[src/stop_pkg.sv]
// Package with the constants of the stop-mode controller.
package stop_pkg;

	// Register byte addresses on the AXI4-Lite slave.
	localparam logic [3:0] ctrl_addr = 4'h0;
	localparam logic [3:0] status_addr = 4'h4;
	localparam logic [3:0] ack_addr = 4'h8;

	// Control register field positions.
	localparam int stop_enable_bit = 0;
	localparam int debug_enable_bit = 1;
	localparam int lvd_enable_bit = 2;
	localparam int lvd_stop_enable_bit = 3;
	localparam int ppd_select_bit = 4;
	localparam int irc_enable_bit = 5;
	localparam int irc_stop_enable_bit = 6;
	localparam int erc_enable_bit = 7;
	localparam int erc_stop_enable_bit = 8;
	localparam int erc_high_range_bit = 9;
	localparam int adc_async_clock_bit = 10;
	localparam int analog_comparator_bandgap_bit = 11;
	localparam int ctrl_width = 12;

	// Acknowledge register field position.
	localparam int ppd_ack_bit = 0;

	// Values after reset.
	localparam logic [ctrl_width-1:0] ctrl_reset = 12'h001;

	// Bus responses.
	localparam logic [1:0] resp_okay = 2'h0;
	localparam logic [1:0] resp_slverr = 2'h2;

	// Debug status codes for accepted commands and for commands refused while stopped.
	localparam logic [1:0] dbg_ok = 2'h0;
	localparam logic [1:0] dbg_err_stopped = 2'h1;

	typedef enum {
		run_st,
		stop3_st,
		stop2_st
	} mode_e;

endpackage : stop_pkg

[src/stop_mode_controller.sv]
// Stop-mode selection, clock gating, pin latching and wake-up control.
// Notes on behaviour
// - Stop disabled: stop instruction gives illegal-opcode reset.
// - Debug enabled selects stop3 with debug logic.
// - Both detector bits select stop3, regulator active.
// - Otherwise partial powerdown select picks stop3 or stop2.
// - Any stop halts bus and CPU clocks.
// - Stop3 keeps registers, RAM and pin states.
// - Stop3 exits on reset pin or interrupts.
// - Interrupt exit of stop3 takes its vector.
// - Both detector bits keep regulator on throughout stop.
// - Converter and comparator need detector at stop3 entry.
// - Debug enabled keeps debug clocks and full regulation.
// - Status memory commands refused with stopped error.
// - Debug-entry command wakes stop into background mode.
// - Stop2 latches pins, powers off all but RAM.
// - Stop2 exits only by reset pin or counter.
// - Stop2 wake-up behaves as power-on reset.
// - Stop2 wake sets flag, pins latched until ack.
// - Peripheral clocks stop in every stop mode.
// - Debug or detector-stop turns stop2 into stop3.
// - External oscillator runs in stop3 only when enabled.
// - Internal reference runs in stop3 only when enabled.
//
// Implementation choices: the address map and register access over AXI4-Lite.
`timescale 1ns/1ps
module stop_mode_controller
	import stop_pkg::*;
(
	input wire logic clock,
	input wire logic rst,
	input wire logic s_axi_awvalid,
	output logic s_axi_awready,
	input wire logic [3:0] s_axi_awaddr,
	input wire logic s_axi_wvalid,
	output logic s_axi_wready,
	input wire logic [31:0] s_axi_wdata,
	input wire logic [3:0] s_axi_wstrb,
	output logic s_axi_bvalid,
	input wire logic s_axi_bready,
	output logic [1:0] s_axi_bresp,
	input wire logic s_axi_arvalid,
	output logic s_axi_arready,
	input wire logic [3:0] s_axi_araddr,
	output logic s_axi_rvalid,
	input wire logic s_axi_rready,
	output logic [31:0] s_axi_rdata,
	output logic [1:0] s_axi_rresp,
	input wire logic stop_instr,
	input wire logic reset_pin_n,
	input wire logic wake_irq,
	input wire logic rtc_wake,
	input wire logic rtc_stop2_wake_enable,
	input wire logic debug_enable,
	input wire logic debug_entry_cmd,
	input wire logic debug_status_cmd,
	output logic debug_cmd_refused,
	output logic [1:0] debug_cmd_status,
	output logic illegal_opcode_reset,
	output logic por_reset,
	output logic take_irq_vector,
	output logic enter_background,
	output logic bus_clock_en,
	output logic cpu_clock_en,
	output logic periph_clock_en,
	output logic debug_clock_en,
	output logic regulator_active,
	output logic ram_only_power,
	output logic pin_latch,
	output logic partial_powerdown_flag,
	output logic adc_run_in_stop,
	output logic analog_comparator_bandgap_in_stop,
	output logic ext_osc_run,
	output logic int_ref_run,
	output logic [1:0] stop_mode
);

	typedef struct packed {
		mode_e mode;
		logic [ctrl_width-1:0] ctrl;
		logic dbg_at_entry;
		logic lvd_at_entry;
		logic ppd_flag;
		logic latch;
		logic ill_rst;
		logic por;
		logic irq_vec;
		logic bgnd;
		logic refused;
		logic aw_got;
		logic [3:0] aw_addr;
		logic w_got;
		logic [31:0] w_data;
		logic [3:0] w_strb;
		logic bvalid;
		logic [1:0] bresp;
		logic rvalid;
		logic [31:0] rdata;
		logic [1:0] rresp;
		logic rpin_m;
		logic rpin_s;
		logic rtc_m;
		logic rtc_s;
	} state_s;

	state_s st_reg;
	state_s st_next;

	// Decodes whether a byte address names a register of this block.
	function automatic logic addr_mapped(input logic [3:0] a);
		return a == ctrl_addr || a == status_addr || a == ack_addr;
	endfunction : addr_mapped

	logic do_write;
	logic do_read;
	logic ack_write;
	logic stopped;
	logic rpin_asserted;

	assign stopped = st_reg.mode != run_st;
	assign rpin_asserted = !st_reg.rpin_s;
	assign do_write = st_reg.aw_got && st_reg.w_got && !st_reg.bvalid;
	assign do_read = s_axi_arvalid && !st_reg.rvalid;
	assign ack_write = do_write && st_reg.aw_addr == ack_addr
		&& st_reg.w_strb[0] && st_reg.w_data[ppd_ack_bit];

	assign s_axi_awready = !st_reg.aw_got;
	assign s_axi_wready = !st_reg.w_got;
	assign s_axi_arready = !st_reg.rvalid;

	////////////////////////////////////////////////////////////////////////

	always_comb begin
		st_next = st_reg;
		st_next.rpin_m = reset_pin_n;
		st_next.rpin_s = st_reg.rpin_m;
		st_next.rtc_m = rtc_wake;
		st_next.rtc_s = st_reg.rtc_m;
		st_next.ill_rst = 1'b0;
		st_next.por = 1'b0;
		st_next.irq_vec = 1'b0;
		st_next.bgnd = 1'b0;
		st_next.refused = 1'b0;

		if (s_axi_awvalid && !st_reg.aw_got) begin
			st_next.aw_got = 1'b1;
			st_next.aw_addr = s_axi_awaddr;
		end
		if (s_axi_wvalid && !st_reg.w_got) begin
			st_next.w_got = 1'b1;
			st_next.w_data = s_axi_wdata;
			st_next.w_strb = s_axi_wstrb;
		end
		if (do_write) begin
			st_next.aw_got = 1'b0;
			st_next.w_got = 1'b0;
			st_next.bvalid = 1'b1;
			st_next.bresp = addr_mapped(st_reg.aw_addr) ? resp_okay : resp_slverr;
			if (st_reg.aw_addr == ctrl_addr) begin
				if (st_reg.w_strb[0])
					st_next.ctrl[7:0] = st_reg.w_data[7:0];
				if (st_reg.w_strb[1])
					st_next.ctrl[ctrl_width-1:8] = st_reg.w_data[ctrl_width-1:8];
			end
		end
		if (st_reg.bvalid && s_axi_bready)
			st_next.bvalid = 1'b0;
		if (do_read) begin
			st_next.rvalid = 1'b1;
			st_next.rresp = addr_mapped(s_axi_araddr) ? resp_okay : resp_slverr;
			st_next.rdata = 32'h0;
			if (s_axi_araddr == ctrl_addr)
				st_next.rdata[ctrl_width-1:0] = st_reg.ctrl;
			else if (s_axi_araddr == status_addr)
				st_next.rdata[3:0] = {st_reg.latch, st_reg.ppd_flag,
					2'(stop_mode)};
		end
		if (st_reg.rvalid && s_axi_rready)
			st_next.rvalid = 1'b0;

		// Ack releases latches and flag together in the write cycle.
		if (ack_write) begin
			st_next.ppd_flag = 1'b0;
			st_next.latch = 1'b0;
		end

		case (st_reg.mode)
			run_st: begin
				if (stop_instr) begin
					st_next.dbg_at_entry = debug_enable;
					st_next.lvd_at_entry = st_reg.ctrl[lvd_enable_bit]
						&& st_reg.ctrl[lvd_stop_enable_bit];
					if (!st_reg.ctrl[stop_enable_bit])
						st_next.ill_rst = 1'b1;
					else if (debug_enable)
						st_next.mode = stop3_st;
					else if (st_reg.ctrl[lvd_enable_bit]
						&& st_reg.ctrl[lvd_stop_enable_bit])
						st_next.mode = stop3_st;
					else if (st_reg.ctrl[lvd_stop_enable_bit])
						st_next.mode = stop3_st;
					else if (st_reg.ctrl[ppd_select_bit]) begin
						st_next.mode = stop2_st;
						st_next.latch = 1'b1;
					end else
						st_next.mode = stop3_st;
				end
			end
			stop3_st: begin
				if (rpin_asserted) begin
					st_next.mode = run_st;
					st_next.por = 1'b1;
				end else if (st_reg.dbg_at_entry && debug_entry_cmd) begin
					st_next.mode = run_st;
					st_next.bgnd = 1'b1;
				end else if (wake_irq) begin
					st_next.mode = run_st;
					st_next.irq_vec = 1'b1;
				end
			end
			stop2_st: begin
				// Everything but RAM restarts from reset; ctrl returns to default.
				if (rpin_asserted || (rtc_stop2_wake_enable && st_reg.rtc_s)) begin
					st_next.mode = run_st;
					st_next.por = 1'b1;
					st_next.ctrl = ctrl_reset;
					st_next.ppd_flag = 1'b1;
				end
			end
			default: st_next.mode = run_st;
		endcase

		if (stopped && debug_status_cmd)
			st_next.refused = 1'b1;
	end

	always_ff @(posedge clock or posedge rst) begin
		if (rst) begin
			st_reg <= '0;
			st_reg.mode <= run_st;
			st_reg.ctrl <= ctrl_reset;
			st_reg.rpin_m <= 1'b1;
			st_reg.rpin_s <= 1'b1;
		end else begin
			st_reg <= st_next;
		end
	end

	////////////////////////////////////////////////////////////////////////

	logic s3;
	assign s3 = st_reg.mode == stop3_st;

	assign s_axi_bvalid = st_reg.bvalid;
	assign s_axi_bresp = st_reg.bresp;
	assign s_axi_rvalid = st_reg.rvalid;
	assign s_axi_rdata = st_reg.rdata;
	assign s_axi_rresp = st_reg.rresp;
	assign illegal_opcode_reset = st_reg.ill_rst;
	assign por_reset = st_reg.por;
	assign take_irq_vector = st_reg.irq_vec;
	assign enter_background = st_reg.bgnd;
	assign debug_cmd_refused = st_reg.refused;
	assign debug_cmd_status = st_reg.refused ? dbg_err_stopped : dbg_ok;
	assign bus_clock_en = !stopped;
	assign cpu_clock_en = !stopped;
	// Stop3 holds state simply by gating clocks, never by reset.
	assign periph_clock_en = !stopped;
	assign debug_clock_en = !stopped || (s3 && st_reg.dbg_at_entry);
	assign regulator_active = !stopped
		|| (s3 && (st_reg.dbg_at_entry || st_reg.lvd_at_entry));
	assign ram_only_power = st_reg.mode == stop2_st;
	assign pin_latch = st_reg.latch;
	assign partial_powerdown_flag = st_reg.ppd_flag;
	assign adc_run_in_stop = s3 && st_reg.lvd_at_entry
		&& st_reg.ctrl[adc_async_clock_bit];
	assign analog_comparator_bandgap_in_stop = s3 && st_reg.lvd_at_entry
		&& st_reg.ctrl[analog_comparator_bandgap_bit];
	assign ext_osc_run = !stopped || (s3 && st_reg.ctrl[erc_enable_bit]
		&& st_reg.ctrl[erc_stop_enable_bit]
		&& (!st_reg.ctrl[erc_high_range_bit] || st_reg.lvd_at_entry));
	assign int_ref_run = !stopped || (s3 && st_reg.ctrl[irc_enable_bit]
		&& st_reg.ctrl[irc_stop_enable_bit]);
	assign stop_mode = s3 ? 2'h1 : (st_reg.mode == stop2_st ? 2'h2 : 2'h0);
endmodule : stop_mode_controller

[config.mk]
export PLATFORM = sky130hd
export DESIGN_NAME = stop_mode_controller
export DESIGN_NICKNAME = d
export VERILOG_FILES = /design/src/stop_pkg.sv /design/src/stop_mode_controller.sv
export SDC_FILE = /design/constraint.sdc
export NUM_CORES = 1
export LEC_CHECK = 0
export BUFFER_PORTS_ARGS = -buffer_cell sky130_fd_sc_hd__buf_2
export CAP_MARGIN = 40
export CORE_ASPECT_RATIO = 1.1
export CORE_UTILIZATION = 50
export CTS_BUF_LIST = sky130_fd_sc_hd__clkbuf_16
export CTS_CLUSTER_DIAMETER = 50
export DETAILED_ROUTE_END_ITERATION = 6
export GPL_ROUTABILITY_DRIVEN = 0
export PLACE_DENSITY = 0.87
export SLEW_MARGIN = 10
export SYNTH_ARGS = -nofsm -noshare
export SYNTH_HDL_FRONTEND = slang
export SYNTH_SLANG_ARGS = --single-unit
[constraint.sdc]
create_clock -name clock -period 3.8 [get_ports clock]
set_input_delay 0.19 -clock clock [delete_from_list [all_inputs] [get_ports clock]]
set_output_delay 0.19 -clock clock [all_outputs]
set_load 0.05 [all_outputs]
-- Yosys cells after proc, flatten, opt, wreduce, memory -nomap -nowiden
Index checks and enable logic that the tools add are counted.
- bits in registers: 117
- output and inout bits: 62
- input port bits: 59
- logic and storage cells: 141
- reductions and logical operators: 52
- eq/ne operators: 12
- multiplexer cells: 52
- operator list (kind ; number):
    $mux W32 ; 8
    $pmux W32 S3 ; 1
    $eq A32 B2 Y1 const B ; 2
    $mux W44 ; 1
    $mux W37 ; 1
    $mux W12 ; 3
    $mux W35 ; 1
    $eq A32 B1 Y1 const B ; 1
    $eq A32 B3 Y1 const B ; 1
    $logic_not A32 Y1 ; 1
    $reduce_bool A32 Y1 ; 1
    $logic_and A1 B1 Y1 ; 24
    $mux W2 ; 10
    $mux W1 ; 19
    $mux W8 ; 2
    $mux W4 ; 3
    $logic_or A1 B1 Y1 ; 11
    $eq A4 B3 Y1 const B ; 2
    $eq A4 B4 Y1 const B ; 2
    $logic_not A4 Y1 ; 2
    $reduce_bool A2 Y1 ; 4
    $logic_not A1 Y1 ; 7
    $ne A2 B2 Y1 const B ; 3
    $mux W5 ; 1
    other kinds (5) ; 5

-- Logic depth before layout (Yosys ltp)
Gate-level depths: netlist of run 1.
- word-level depth: 13
- mapped depth: 6
- depth with buffers taken out: 5

-- Worst setup path after synthesis of run 1
Ideal clock, no wire load.
- kind: register to output
- start: reg st_reg[105] in the netlist's numbering
- end: out regulator_active
- setup slack: 1674 ps
- stages on the path, launching flop included: 5
- arrival time: 1936 ps
- required time: 3610 ps
- path buffers: 0
- cells stage by stage: dfrtp_1 > inv_1 > ha_1 > a21o_1 > a21o_1
- longest elaborated chain between the ends: 3
- elaborated cells between the ends (all ways): 5
- those cells by class: eq/ne: 1; reduce/logical: 4
- ends and longest elaborated chain (element ; RTL line ; source):
    start, declared ; stop_mode_controller.sv:106 ; state_s st_reg;
    start signal, assigned ; stop_mode_controller.sv:245 ; st_reg <= st_next;
    $reduce_bool A32 Y1 ; stop_mode_controller.sv:120 ; assign stopped = st_reg.mode != run_st;
    $logic_not A1 Y1 ; -- ;
    via bus_clock_en ; stop_mode_controller.sv:63 ; output logic bus_clock_en,
    $logic_or A1 B1 Y1 ; stop_mode_controller.sv:271 ; || (s3 && (st_reg.dbg_at_entry || st_reg.lvd_at_entry));
    end, declared ; stop_mode_controller.sv:67 ; output logic regulator_active,
The timed path passes the listed nets, and every way through them passes these cells.

-- Worst setup path in the final report of run 1
- start: reg st_reg[106] in the netlist's numbering
- end: out regulator_active
- longest elaborated chain between the ends: 3
- elaborated cells between the ends (all ways): 5
- those cells by class: eq/ne: 1; reduce/logical: 4
- ends and longest elaborated chain (element ; RTL line):
    $eq A32 B2 Y1 / $reduce_bool A32 Y1 (equally long branches) ; stop_mode_controller.sv:252, stop_mode_controller.sv:120
    $logic_and A1 B1 Y1 / $logic_not A1 Y1 (equally long branches) ; stop_mode_controller.sv:271, stop_mode_controller.sv:270
    $logic_or A1 B1 Y1 (*) ; stop_mode_controller.sv:271
Every way passes the cells marked *; elsewhere a longest branch is shown, timed or not.

==> results of run 1 <==
[cell families (layout without fill, tap and decap cells)]
logic type	Yosys count	in the layout	share of synthesized area (%)
muxes	35	35	12.8
and+or+nand+nor	55	55	10.1
buffers and inverters	59	106	13.2
DFF	63	63	54.3
adders and majority gates	4	4	1.72
other	1	23	0.129
AOI/OAI and AO/OA	31	31	7.78
[through the flow]
step                instances  total power [µW]  setup WS (ns)
finish                    392              3070           1.82
detailed placement        374              2400           2.07
CTS                       392              3100           1.84
global route              392              3240           1.75
global placement          373              2340           1.97
floorplan                 270              2170           1.67
[cell usage after synthesis]
master,number,area [µm²]
ha_1,4,50.1
a22o_1,8,70.1
dfrtp_1,60,1500
buf_4,42,315
a211oi_1,2,15.0
a32o_1,1,10.0
nor3_4,1,16.3
a31o_2,1,8.76
clkbuf_1,3,11.3
a21o_1,4,30.0
nor4_4,1,21.3
and3_1,2,12.5
or2_1,1,6.26
nor2_1,20,75.1
nand2_1,16,60.1
conb_1,1,3.75
a41o_1,1,10.0
mux2_2,18,203
a21boi_0,1,7.51
nor4_1,1,6.26
and3b_1,1,8.76
buf_2,4,20.0
nor3b_1,1,7.51
nand3_1,3,15.0
or3_4,1,11.3
nand2b_1,2,12.5
a211o_1,1,8.76
nand3_4,1,17.5
a32oi_1,1,8.76
a21oi_1,1,5.00
o21ai_0,9,45.0
o21a_1,1,7.51
mux2i_1,17,170
nor2b_1,4,25.0
dfstp_2,3,78.8
inv_1,10,37.5
[layout make-up]
cell class	instances	area, µm²
fill	453	2080
tap	75	93.8
timing repair buffer	80	422
inverter	10	37.5
sequential	63	1580
clock buffer	9	225
multi-input combinational	148	1030
clock inverter	7	28.8
[final timing paths]
check,from,to,cells past startpoint
worst min register to register,st_next[0]$_DFF_PP0_,st_reg[0]$_DFF_PP0_,0
min in group asynchronous,rst,s_axi_rdata[7]$_DFFE_PP0P_,3
max in group asynchronous,rst,s_axi_rdata[0]$_DFFE_PP0P_,3
worst min-delay path,s_axi_rready,s_axi_rvalid$_DFFE_PP0P_,2
worst max register to register,st_reg[106]$_DFFE_PP0P_,st_reg[105]$_DFFE_PP0P_,5
worst max-delay path,st_reg[106]$_DFFE_PP0P_,regulator_active,5
[worst max-delay path, delay by kind of cell (launching register included)]
kind,cells,cell delay [ns]
buf+inv,2,0.39
compound gates,2,0.27
flops,1,0.37
fa+ha+maj,1,0.44
[routing by layer]
| layer | wire length, µm | GRT usage, % |
|---|---|---|
| met1 | 2320 | 23.4 |
| met4 | 34 | 6.98 |
| met5 | 0 | 0 |
| met2 | 2690 | 30.6 |
| met3 | 259 | 6.01 |
[power by group]
part           switching [µW]  leakage [µW]  internal [µW]  total, µW
logic                     881      0.000929            384       1260
clock network             260      0.000142            425        685
registers                 200      0.000773            924       1120
total                    1340       0.00184           1730       3070
[layout by cell type (no fill, tap or decap), drive strengths merged, types with 3 or more instances in the layout]
cell type / n
buf: 78
nand3: 4
nor2: 20
mux2: 18
conb: 23
clkbuf: 9
inv: 14
dfrtp: 60
a22o: 8
ha: 4
clkinv: 3
mux2i: 17
nand2: 16
dfstp: 3
o21ai: 9
nor2b: 4
a21o: 4
==> out/results.ini, run 1 <==
[status]
outcome=finished clean

[global_routing]
grt_pass1_vias=1773
antenna_found_initial=0
grt_max_degree=64
grt_usage_pct=18.9
overflow=0
grt_pass1_wl_um=8390

[worst_hold_path]
hp-class=primary input to flop

[place]
dpl.hpwl_um=3850
dpl_cell_area_mm2=0.00314
io_buffers=75

[sta]
max_freq_ghz=0.506
rsz0062_at_grt=no
min_period_over_period_pct=52.0
worst_pin_slew_ns=0.770
slew-limit-headroom_pct=48.7
fin_setup_tns_ns=0
hold_viol_final=0
clock_skew_ns=0.00944
setup_violations=0
period_minus_slack_ns=1.98
finalMaxSlewViolations=0
hold_slack_ns=0.0608

[cts]
clk_pin_slew_ns=0.05
worstSkewPairLatency_ns=0.32
clock-sinks=63
postCtsHoldBufs=2
root_buffer=clkbuf_16
cts_max_path_buffers=2
htree_num_levels=3
cts_tree=done
cts_setup_buffers=0
cts_buffers=9
ctsResizeCount=0

[cells_and_area]
drive_gt1_share_pct=36.6
fin_nets=375
largest_reg_flops=38
syn_to_final_growth_pct=17.4
final_cell_area_mm2=0.00342
n_antenna_cell=0
utilization_pct=62.1

[critical_path]
start_kind=flop
regToRegSetupSlack_ns=2.03
critical-path-slowest-cell=ha_1
crit_path_end_kind=output pin
crit_arrival_ns=1.79
cp_max_fo=11
path_cells=inv_1 > ha_1 > a21o_1 > a21o_1 > buf_2
cp_data_required_time_ns=3.61
slowest_delay_ns=0.44
setup.worst_path.class=flop to output pin
crit_top_cell=a21o_1

[drt]
first_pass_iters=4
antenna_left=0
detail_route.wl_per_cell_um=13.5
drt-total-wl_um=5300
drt_iter0_markers=93
via_per_inst=4.80
via_count=1883
drc=0

[floorplan]
die_width_um=74.8
dieArea_mm2=0.00614
die_y_um=82.1
start_util_pct=53.0
io_pins=121
fp.coreArea_mm2=0.00550
core.rowCount=28

[pwr]
vdd_drop_max_v=0.000509
p_per_area_mw_per_mm2=899
p_leak_uw=0.00184

[yosys]
synth_area_mm2=0.00291
ys_types=36
seq_area_frac_synth_pct=54.3
yosys_warnings=0
synth_cells=248
avgSynthCellArea_um2=11.7
ys_ff_latch=63

[flow_run]
drv_cap=0

No activity file was read; power rests on OpenSTA's default activity.
==> inputs of run 2 (changes only) <==
--- a/config.mk
+++ b/config.mk
@@ -8,12 +8,12 @@
 export BUFFER_PORTS_ARGS = -buffer_cell sky130_fd_sc_hd__buf_2
 export CAP_MARGIN = 40
 export CORE_ASPECT_RATIO = 1.1
-export CORE_UTILIZATION = 50
+export CORE_UTILIZATION = 48
 export CTS_BUF_LIST = sky130_fd_sc_hd__clkbuf_16
 export CTS_CLUSTER_DIAMETER = 50
 export DETAILED_ROUTE_END_ITERATION = 6
 export GPL_ROUTABILITY_DRIVEN = 0
-export PLACE_DENSITY = 0.87
+export PLACE_DENSITY = 0.84
 export SLEW_MARGIN = 10
 export SYNTH_ARGS = -nofsm -noshare
 export SYNTH_HDL_FRONTEND = slang
==> constraint.sdc (replaced) <==
create_clock -name clock -period 2 [get_ports clock]
set_input_delay 0.1 -clock clock [delete_from_list [all_inputs] [get_ports clock]]
set_output_delay 0.1 -clock clock [all_outputs]
set_load 0.05 [all_outputs]
==> run 2 against run 1 <==
Total power rose by 100%; worst hold slack worse by 0.056 ns; count of clock-buffer cells in the layout stayed put; design area is 4.4% higher; die area increased by 4.1%; clock power is 130% higher; sequential share of layout area fell by 1.9 points; first-iteration DRC count down 12%; wire length shrank 1.1%; worst setup slack worse by 1.7 ns; critical path depth is the same; critical path type unchanged; critical endpoint is now ext_osc_run.
==> out/results.ini, run 2 (synthesis results as in run 1) <==
[status]
outcome=finished clean  ; unchanged

[sta]
rsz0062_at_grt=no  ; unchanged
finalMaxSlewViolations=0  ; unchanged
final.setup.worst_slack_ns=0.167  ; was 1.82 ns
hold_slack_ns=0.00440  ; was 0.0608 ns
hold_viol_final=0  ; unchanged
fin_setup_tns_ns=0  ; unchanged
min_period_over_period_pct=91.7
setup_violations=0  ; unchanged
max_freq_ghz=0.545
period_minus_slack_ns=1.83
clock_skew_ns=0.00711  ; was 0.00944 ns

[global_routing]
grt_pass1_wl_um=8730  ; was 8390 µm
antenna_found_initial=0  ; unchanged
grt_max_degree=64  ; unchanged
overflow=0  ; unchanged
grt_usage_pct=18.1  ; was 18.9%
grt_pass1_vias=1844  ; was 1773

[cells_and_area]
drive_gt1_share_pct=36.8  ; was 36.6%
final_cell_mix=buf_2 (75), dfrtp_1 (60), conb_1 (23)  ; unchanged
syn_to_final_growth_pct=22.5  ; was 17.4%
fin_nets=384  ; was 375
largest_reg_flops=38  ; unchanged
multi_input_area_mm2=0.00103  ; about the same
n_antenna_cell=0  ; unchanged
fillCellCount=490  ; was 453
final_common_cell=buf_2  ; unchanged
seqCellArea_mm2=0.00158  ; unchanged

[floorplan]
die_y_um=83.7  ; was 82.1 µm
start_util_pct=50.2  ; was 53.0%
core.rowCount=29  ; was 28
dieArea_mm2=0.00638  ; was 0.00614 mm²
io_pins=121  ; unchanged
fp.coreArea_mm2=0.00581  ; was 0.00550 mm²
die_width_um=76.3  ; was 74.8 µm

[place]
io_buffers=75  ; unchanged
dpl.hpwl_um=3810  ; was 3850 µm
place_ws_ns=0.415  ; was 2.07 ns

[cts]
htree_num_levels=3  ; unchanged
cts_tree=done  ; unchanged
cts_max_path_buffers=2  ; unchanged
cts_buffers=9  ; unchanged
ctsResizeCount=0  ; unchanged
worstSkewPairLatency_ns=0.32  ; about the same
clock-sinks=63  ; unchanged
cts_setup_buffers=0  ; unchanged
root_buffer=clkbuf_16  ; unchanged
clk_pin_slew_ns=0.05  ; about the same
postCtsHoldBufs=7  ; was 2

[critical_path]
crit_arrival_ns=1.73  ; was 1.79 ns
cp_data_required_time_ns=1.90  ; was 3.61 ns
setup.worst_path.class=flop to output pin  ; unchanged
start_kind=flop  ; unchanged
cp_max_fo=6  ; was 11
crit_path_end_kind=output pin  ; unchanged

[pwr]
p_leak_uw=0.00190  ; was 0.00184 µW
vdd_drop_max_v=0.000824  ; was 0.000509 V
p_per_area_mw_per_mm2=1720  ; was 899 mW/mm²
p_total_uw=6140  ; was 3070 µW

[drt]
drc=0  ; unchanged
drt-total-wl_um=5240  ; was 5300 µm
antenna_left=0  ; unchanged
detail_route.wl_per_cell_um=13.0  ; was 13.5 µm
via_count=1932  ; was 1883
first_pass_iters=4  ; unchanged
via_per_inst=4.79  ; was 4.80
drt_iter0_markers=82  ; was 93

[flow_run]
drv_cap=0  ; unchanged

[worst_hold_path]
hp-class=primary input to flop  ; unchanged

-- run 2: cell types whose count changed in the layout (fill, tap and decap cells not counted), sizes merged --
cell         previous run  this run
dlygate4sd3             2         9
buf                    78        80
inv                    14        11
clkinv                  3         4
bufinv                  0         2
-- run 2: through the flow --
step	util [%]	instance area [µm²]	instances
after global routing	61.5	3570	403
after CTS	61.1	3550	401
after global placement	54.7	3170	378
after detailed placement	54.7	3170	378
final	61.5	3570	403
after floorplan	-	3000	270
-- run 2: final timing paths --
path | slack, ns | end | start | cells past startpoint
max | 0.17 | ext_osc_run | st_reg[106]$_DFFE_PP0P_ | 5
min | 0.004 | st_reg[83]$_DFFE_PP0P_ | s_axi_awvalid | 3
max reg2reg | 0.40 | st_reg[106]$_DFFE_PP0P_ | st_reg[106]$_DFFE_PP0P_ | 5
min reg2reg | 0.35 | st_reg[0]$_DFF_PP0_ | st_next[0]$_DFF_PP0_ | 0
max in group asynchronous | 1.30 | st_next[2]$_DFF_PP1_ | rst | 4
min in group asynchronous | 0.39 | s_axi_rdata[10]$_DFFE_PP0P_ | rst | 4
-- run 2: layer usage --
layer	vias to the layer above	share of wire [%]	global-route usage, %	wire length (µm)
met5	-	0	0	0
met4	0	3.4	10.7	179
met3	18	6.0	6.12	312
met2	80	48	28.6	2530
met1	905	42	21.4	2220
li1	929	-	-	-
-- run 2: where the power goes --
group / switching [µW] / internal [µW]
combinational: 1680 / 760
clock: 509 / 1070
sequential: 368 / 1760
-- run 2: layout make-up --
cell class | instances | area share [%]
Clock buffer | 9 | 6.31
Clock inverter | 7 | 2.24
Inverter | 10 | 1.05
Multi-Input combinational cell | 148 | 29.0
Sequential cell | 63 | 44.3
Tap cell | 77 | 2.70
Timing Repair Buffer | 89 | 14.4
-- run 2: worst max-delay path: stages, from the launching register on --
cell and delay, ns:
dfrtp_1 0.38, inv_1 0.14, ha_1 0.29, buf_4 0.19
a41o_1 0.17, buf_2 0.26
==> inputs of run 3 (changes only) <==
--- a/config.mk
+++ b/config.mk
@@ -8,12 +8,13 @@
 export BUFFER_PORTS_ARGS = -buffer_cell sky130_fd_sc_hd__buf_2
 export CAP_MARGIN = 40
 export CORE_ASPECT_RATIO = 1.1
-export CORE_UTILIZATION = 48
+export CORE_UTILIZATION = 50
 export CTS_BUF_LIST = sky130_fd_sc_hd__clkbuf_16
 export CTS_CLUSTER_DIAMETER = 50
 export DETAILED_ROUTE_END_ITERATION = 6
 export GPL_ROUTABILITY_DRIVEN = 0
-export PLACE_DENSITY = 0.84
+export GPL_TIMING_DRIVEN = 0
+export PLACE_DENSITY = 0.87
 export SLEW_MARGIN = 10
 export SYNTH_ARGS = -nofsm -noshare
 export SYNTH_HDL_FRONTEND = slang
==> constraint.sdc (replaced) <==
create_clock -name clock -period 2.2 [get_ports clock]
set_input_delay 0.11 -clock clock [delete_from_list [all_inputs] [get_ports clock]]
set_output_delay 0.11 -clock clock [all_outputs]
set_load 0.05 [all_outputs]
==> run 3 against run 2 <==
Count of clock-buffer cells in the layout did not move; design area up 6.4%; highest routed layer unchanged; critical path type is now flop to flop; wire length increased by 4.1%.
==> out/results.ini, run 3 (synthesis results as in run 1) <==
[cts]
cts_max_path_buffers=2  ; unchanged
htree_num_levels=3  ; unchanged
cts_tree=done  ; unchanged
clock-sinks=63  ; unchanged
ctsResizeCount=0  ; unchanged
root_buffer=clkbuf_16  ; unchanged
worstSkewPairLatency_ns=0.33  ; was 0.32 ns
cts_setup_buffers=0  ; unchanged
clk_pin_slew_ns=0.05  ; about the same
cts_buffers=9  ; unchanged

[cells_and_area]
seqCellArea_mm2=0.00158  ; unchanged
final_cell_mix=buf_2 (78), dfrtp_1 (60), buf_4 (42)  ; was buf_2 (75), dfrtp_1 (60), conb_1 (23)
final_common_cell=buf_2  ; unchanged
multi_input_area_mm2=0.00103  ; about the same
n_antenna_cell=0  ; unchanged
fillCellCount=417  ; was 490
largest_reg_flops=38  ; unchanged
syn_to_final_growth_pct=30.4  ; was 22.5%
drive_gt1_share_pct=44.2  ; was 36.8%
final_cell_area_mm2=0.00380  ; was 0.00357 mm²
fin_nets=423  ; was 384

[drt]
via_count=2025  ; was 1932
antenna_left=0  ; unchanged
drt-total-wl_um=5460  ; was 5240 µm
via_per_inst=4.61  ; was 4.79
drc=0  ; unchanged
detail_route.wl_per_cell_um=12.4  ; was 13.0 µm
drt_iter0_markers=83  ; was 82
first_pass_iters=4  ; unchanged

[critical_path]
start_kind=flop  ; unchanged
cp_max_fo=10  ; was 6
crit_path_end_kind=flop  ; was output pin
cp_data_required_time_ns=2.39  ; was 1.90 ns
setup.worst_path.class=flop to flop  ; was flop to output pin
crit_arrival_ns=2.25  ; was 1.73 ns

[place]
dpl_cell_area_mm2=0.00348  ; was 0.00317 mm²
io_buffers=74  ; was 75
dpl.hpwl_um=4090  ; was 3810 µm

[floorplan]
die_y_um=82.1  ; was 83.7 µm
core.rowCount=28  ; was 29
dieArea_mm2=0.00614  ; was 0.00638 mm²
die_width_um=74.8  ; was 76.3 µm
start_util_pct=53.0  ; was 50.2%
io_pins=121  ; unchanged
fp.coreArea_mm2=0.00550  ; was 0.00581 mm²

[sta]
fin_setup_tns_ns=0  ; unchanged
max_freq_ghz=0.486
clock_skew_ns=0.00552  ; was 0.00711 ns
finalMaxSlewViolations=0  ; unchanged
setup_violations=0  ; unchanged
worst_pin_slew_ns=0.691
period_minus_slack_ns=2.06
hold_viol_final=0  ; unchanged
slew-limit-headroom_pct=53.5
min_period_over_period_pct=93.5
rsz0062_at_grt=no  ; unchanged

[global_routing]
grt_max_degree=34  ; was 64
antenna_found_initial=0  ; unchanged
grt_pass1_wl_um=8860  ; was 8730 µm
grt_usage_pct=20.4  ; was 18.1%
overflow=0  ; unchanged
grt_pass1_vias=1937  ; was 1844

[pwr]
p_per_area_mw_per_mm2=1470  ; was 1720 mW/mm²
p_leak_uw=0.00209  ; was 0.00190 µW
vdd_drop_max_v=0.000892  ; was 0.000824 V
p_total_uw=5570  ; was 6140 µW

[flow_run]
drv_cap=0  ; unchanged

[status]
outcome=finished clean  ; unchanged

[worst_hold_path]
hp-class=primary input to flop  ; unchanged

run 3: final cells by class:
cell class	count	area share, %
clock inverters	6	1.38
multi-input cells	148	27.1
well taps	75	2.47
inverters	10	0.988
clock buffers	9	5.93
flip-flops and latches	63	41.6
plain buffers	49	9.13
repair buffers	79	11.3
run 3: stage by stage:
step / setup slack, ns / std cells / hold WS (ns) / util (%)
2_1_floorplan: 0.154 / 270 / 0.114 / -
3_3_place_gp: -0.110 / 419 / 0.217 / 62.9
3_5_place_dp: 0.168 / 420 / 0.219 / 63.3
4_1_cts: 0.146 / 439 / 0.00243 / 69.0
5_1_grt: 0.0573 / 439 / 0.00350 / 69.0
6_report: 0.144 / 439 / 0.00526 / 69.0
run 3: worst paths after layout:
path / from / to / slack, ns / cells after the start
max: st_reg[105]$_DFFE_PP0P_ / st_reg[103]$_DFF_PP0_ / 0.14 / 5
min: s_axi_awvalid / st_reg[83]$_DFFE_PP0P_ / 0.005 / 3
max reg2reg: st_reg[105]$_DFFE_PP0P_ / st_reg[103]$_DFF_PP0_ / 0.14 / 5
min reg2reg: st_next[0]$_DFF_PP0_ / st_reg[0]$_DFF_PP0_ / 0.34 / 0
max in group asynchronous: rst / st_reg[93]$_DFF_PP1_ / 1.12 / 4
min in group asynchronous: rst / s_axi_rdata[8]$_DFFE_PP0P_ / 0.42 / 3
run 3: worst max-delay path, stage by stage, from the launching register on:
cell and delay, ns:
dfrtp_1 0.39, inv_1 0.14, ha_1 0.27, a21boi_0 0.60, clkbuf_1 0.42, nor2_1 0.11
run 3: layer usage:
metal,part of all wire (%),track usage [%],up-vias
met3,4.2,4.79,12
met1,43,24.4,944
met4,2.5,12.1,0
met5,0,0,-
li1,-,-,1005
met2,51,33.3,64
run 3: power breakdown:
| part | internal (µW) | switching [µW] | leakage [µW] |
|---|---|---|---|
| sequential | 1600 | 338 | 0.000773 |
| clock | 853 | 461 | 0.000140 |
| combinational | 784 | 1540 | 0.00117 |
| total | 3230 | 2340 | 0.00209 |
run 3: timing repair:
item / CTS / global route
endpoints found under the hold margin: 31 / 0
hold buffers: 4 / 0
setup endpoints to repair: 0 / 0
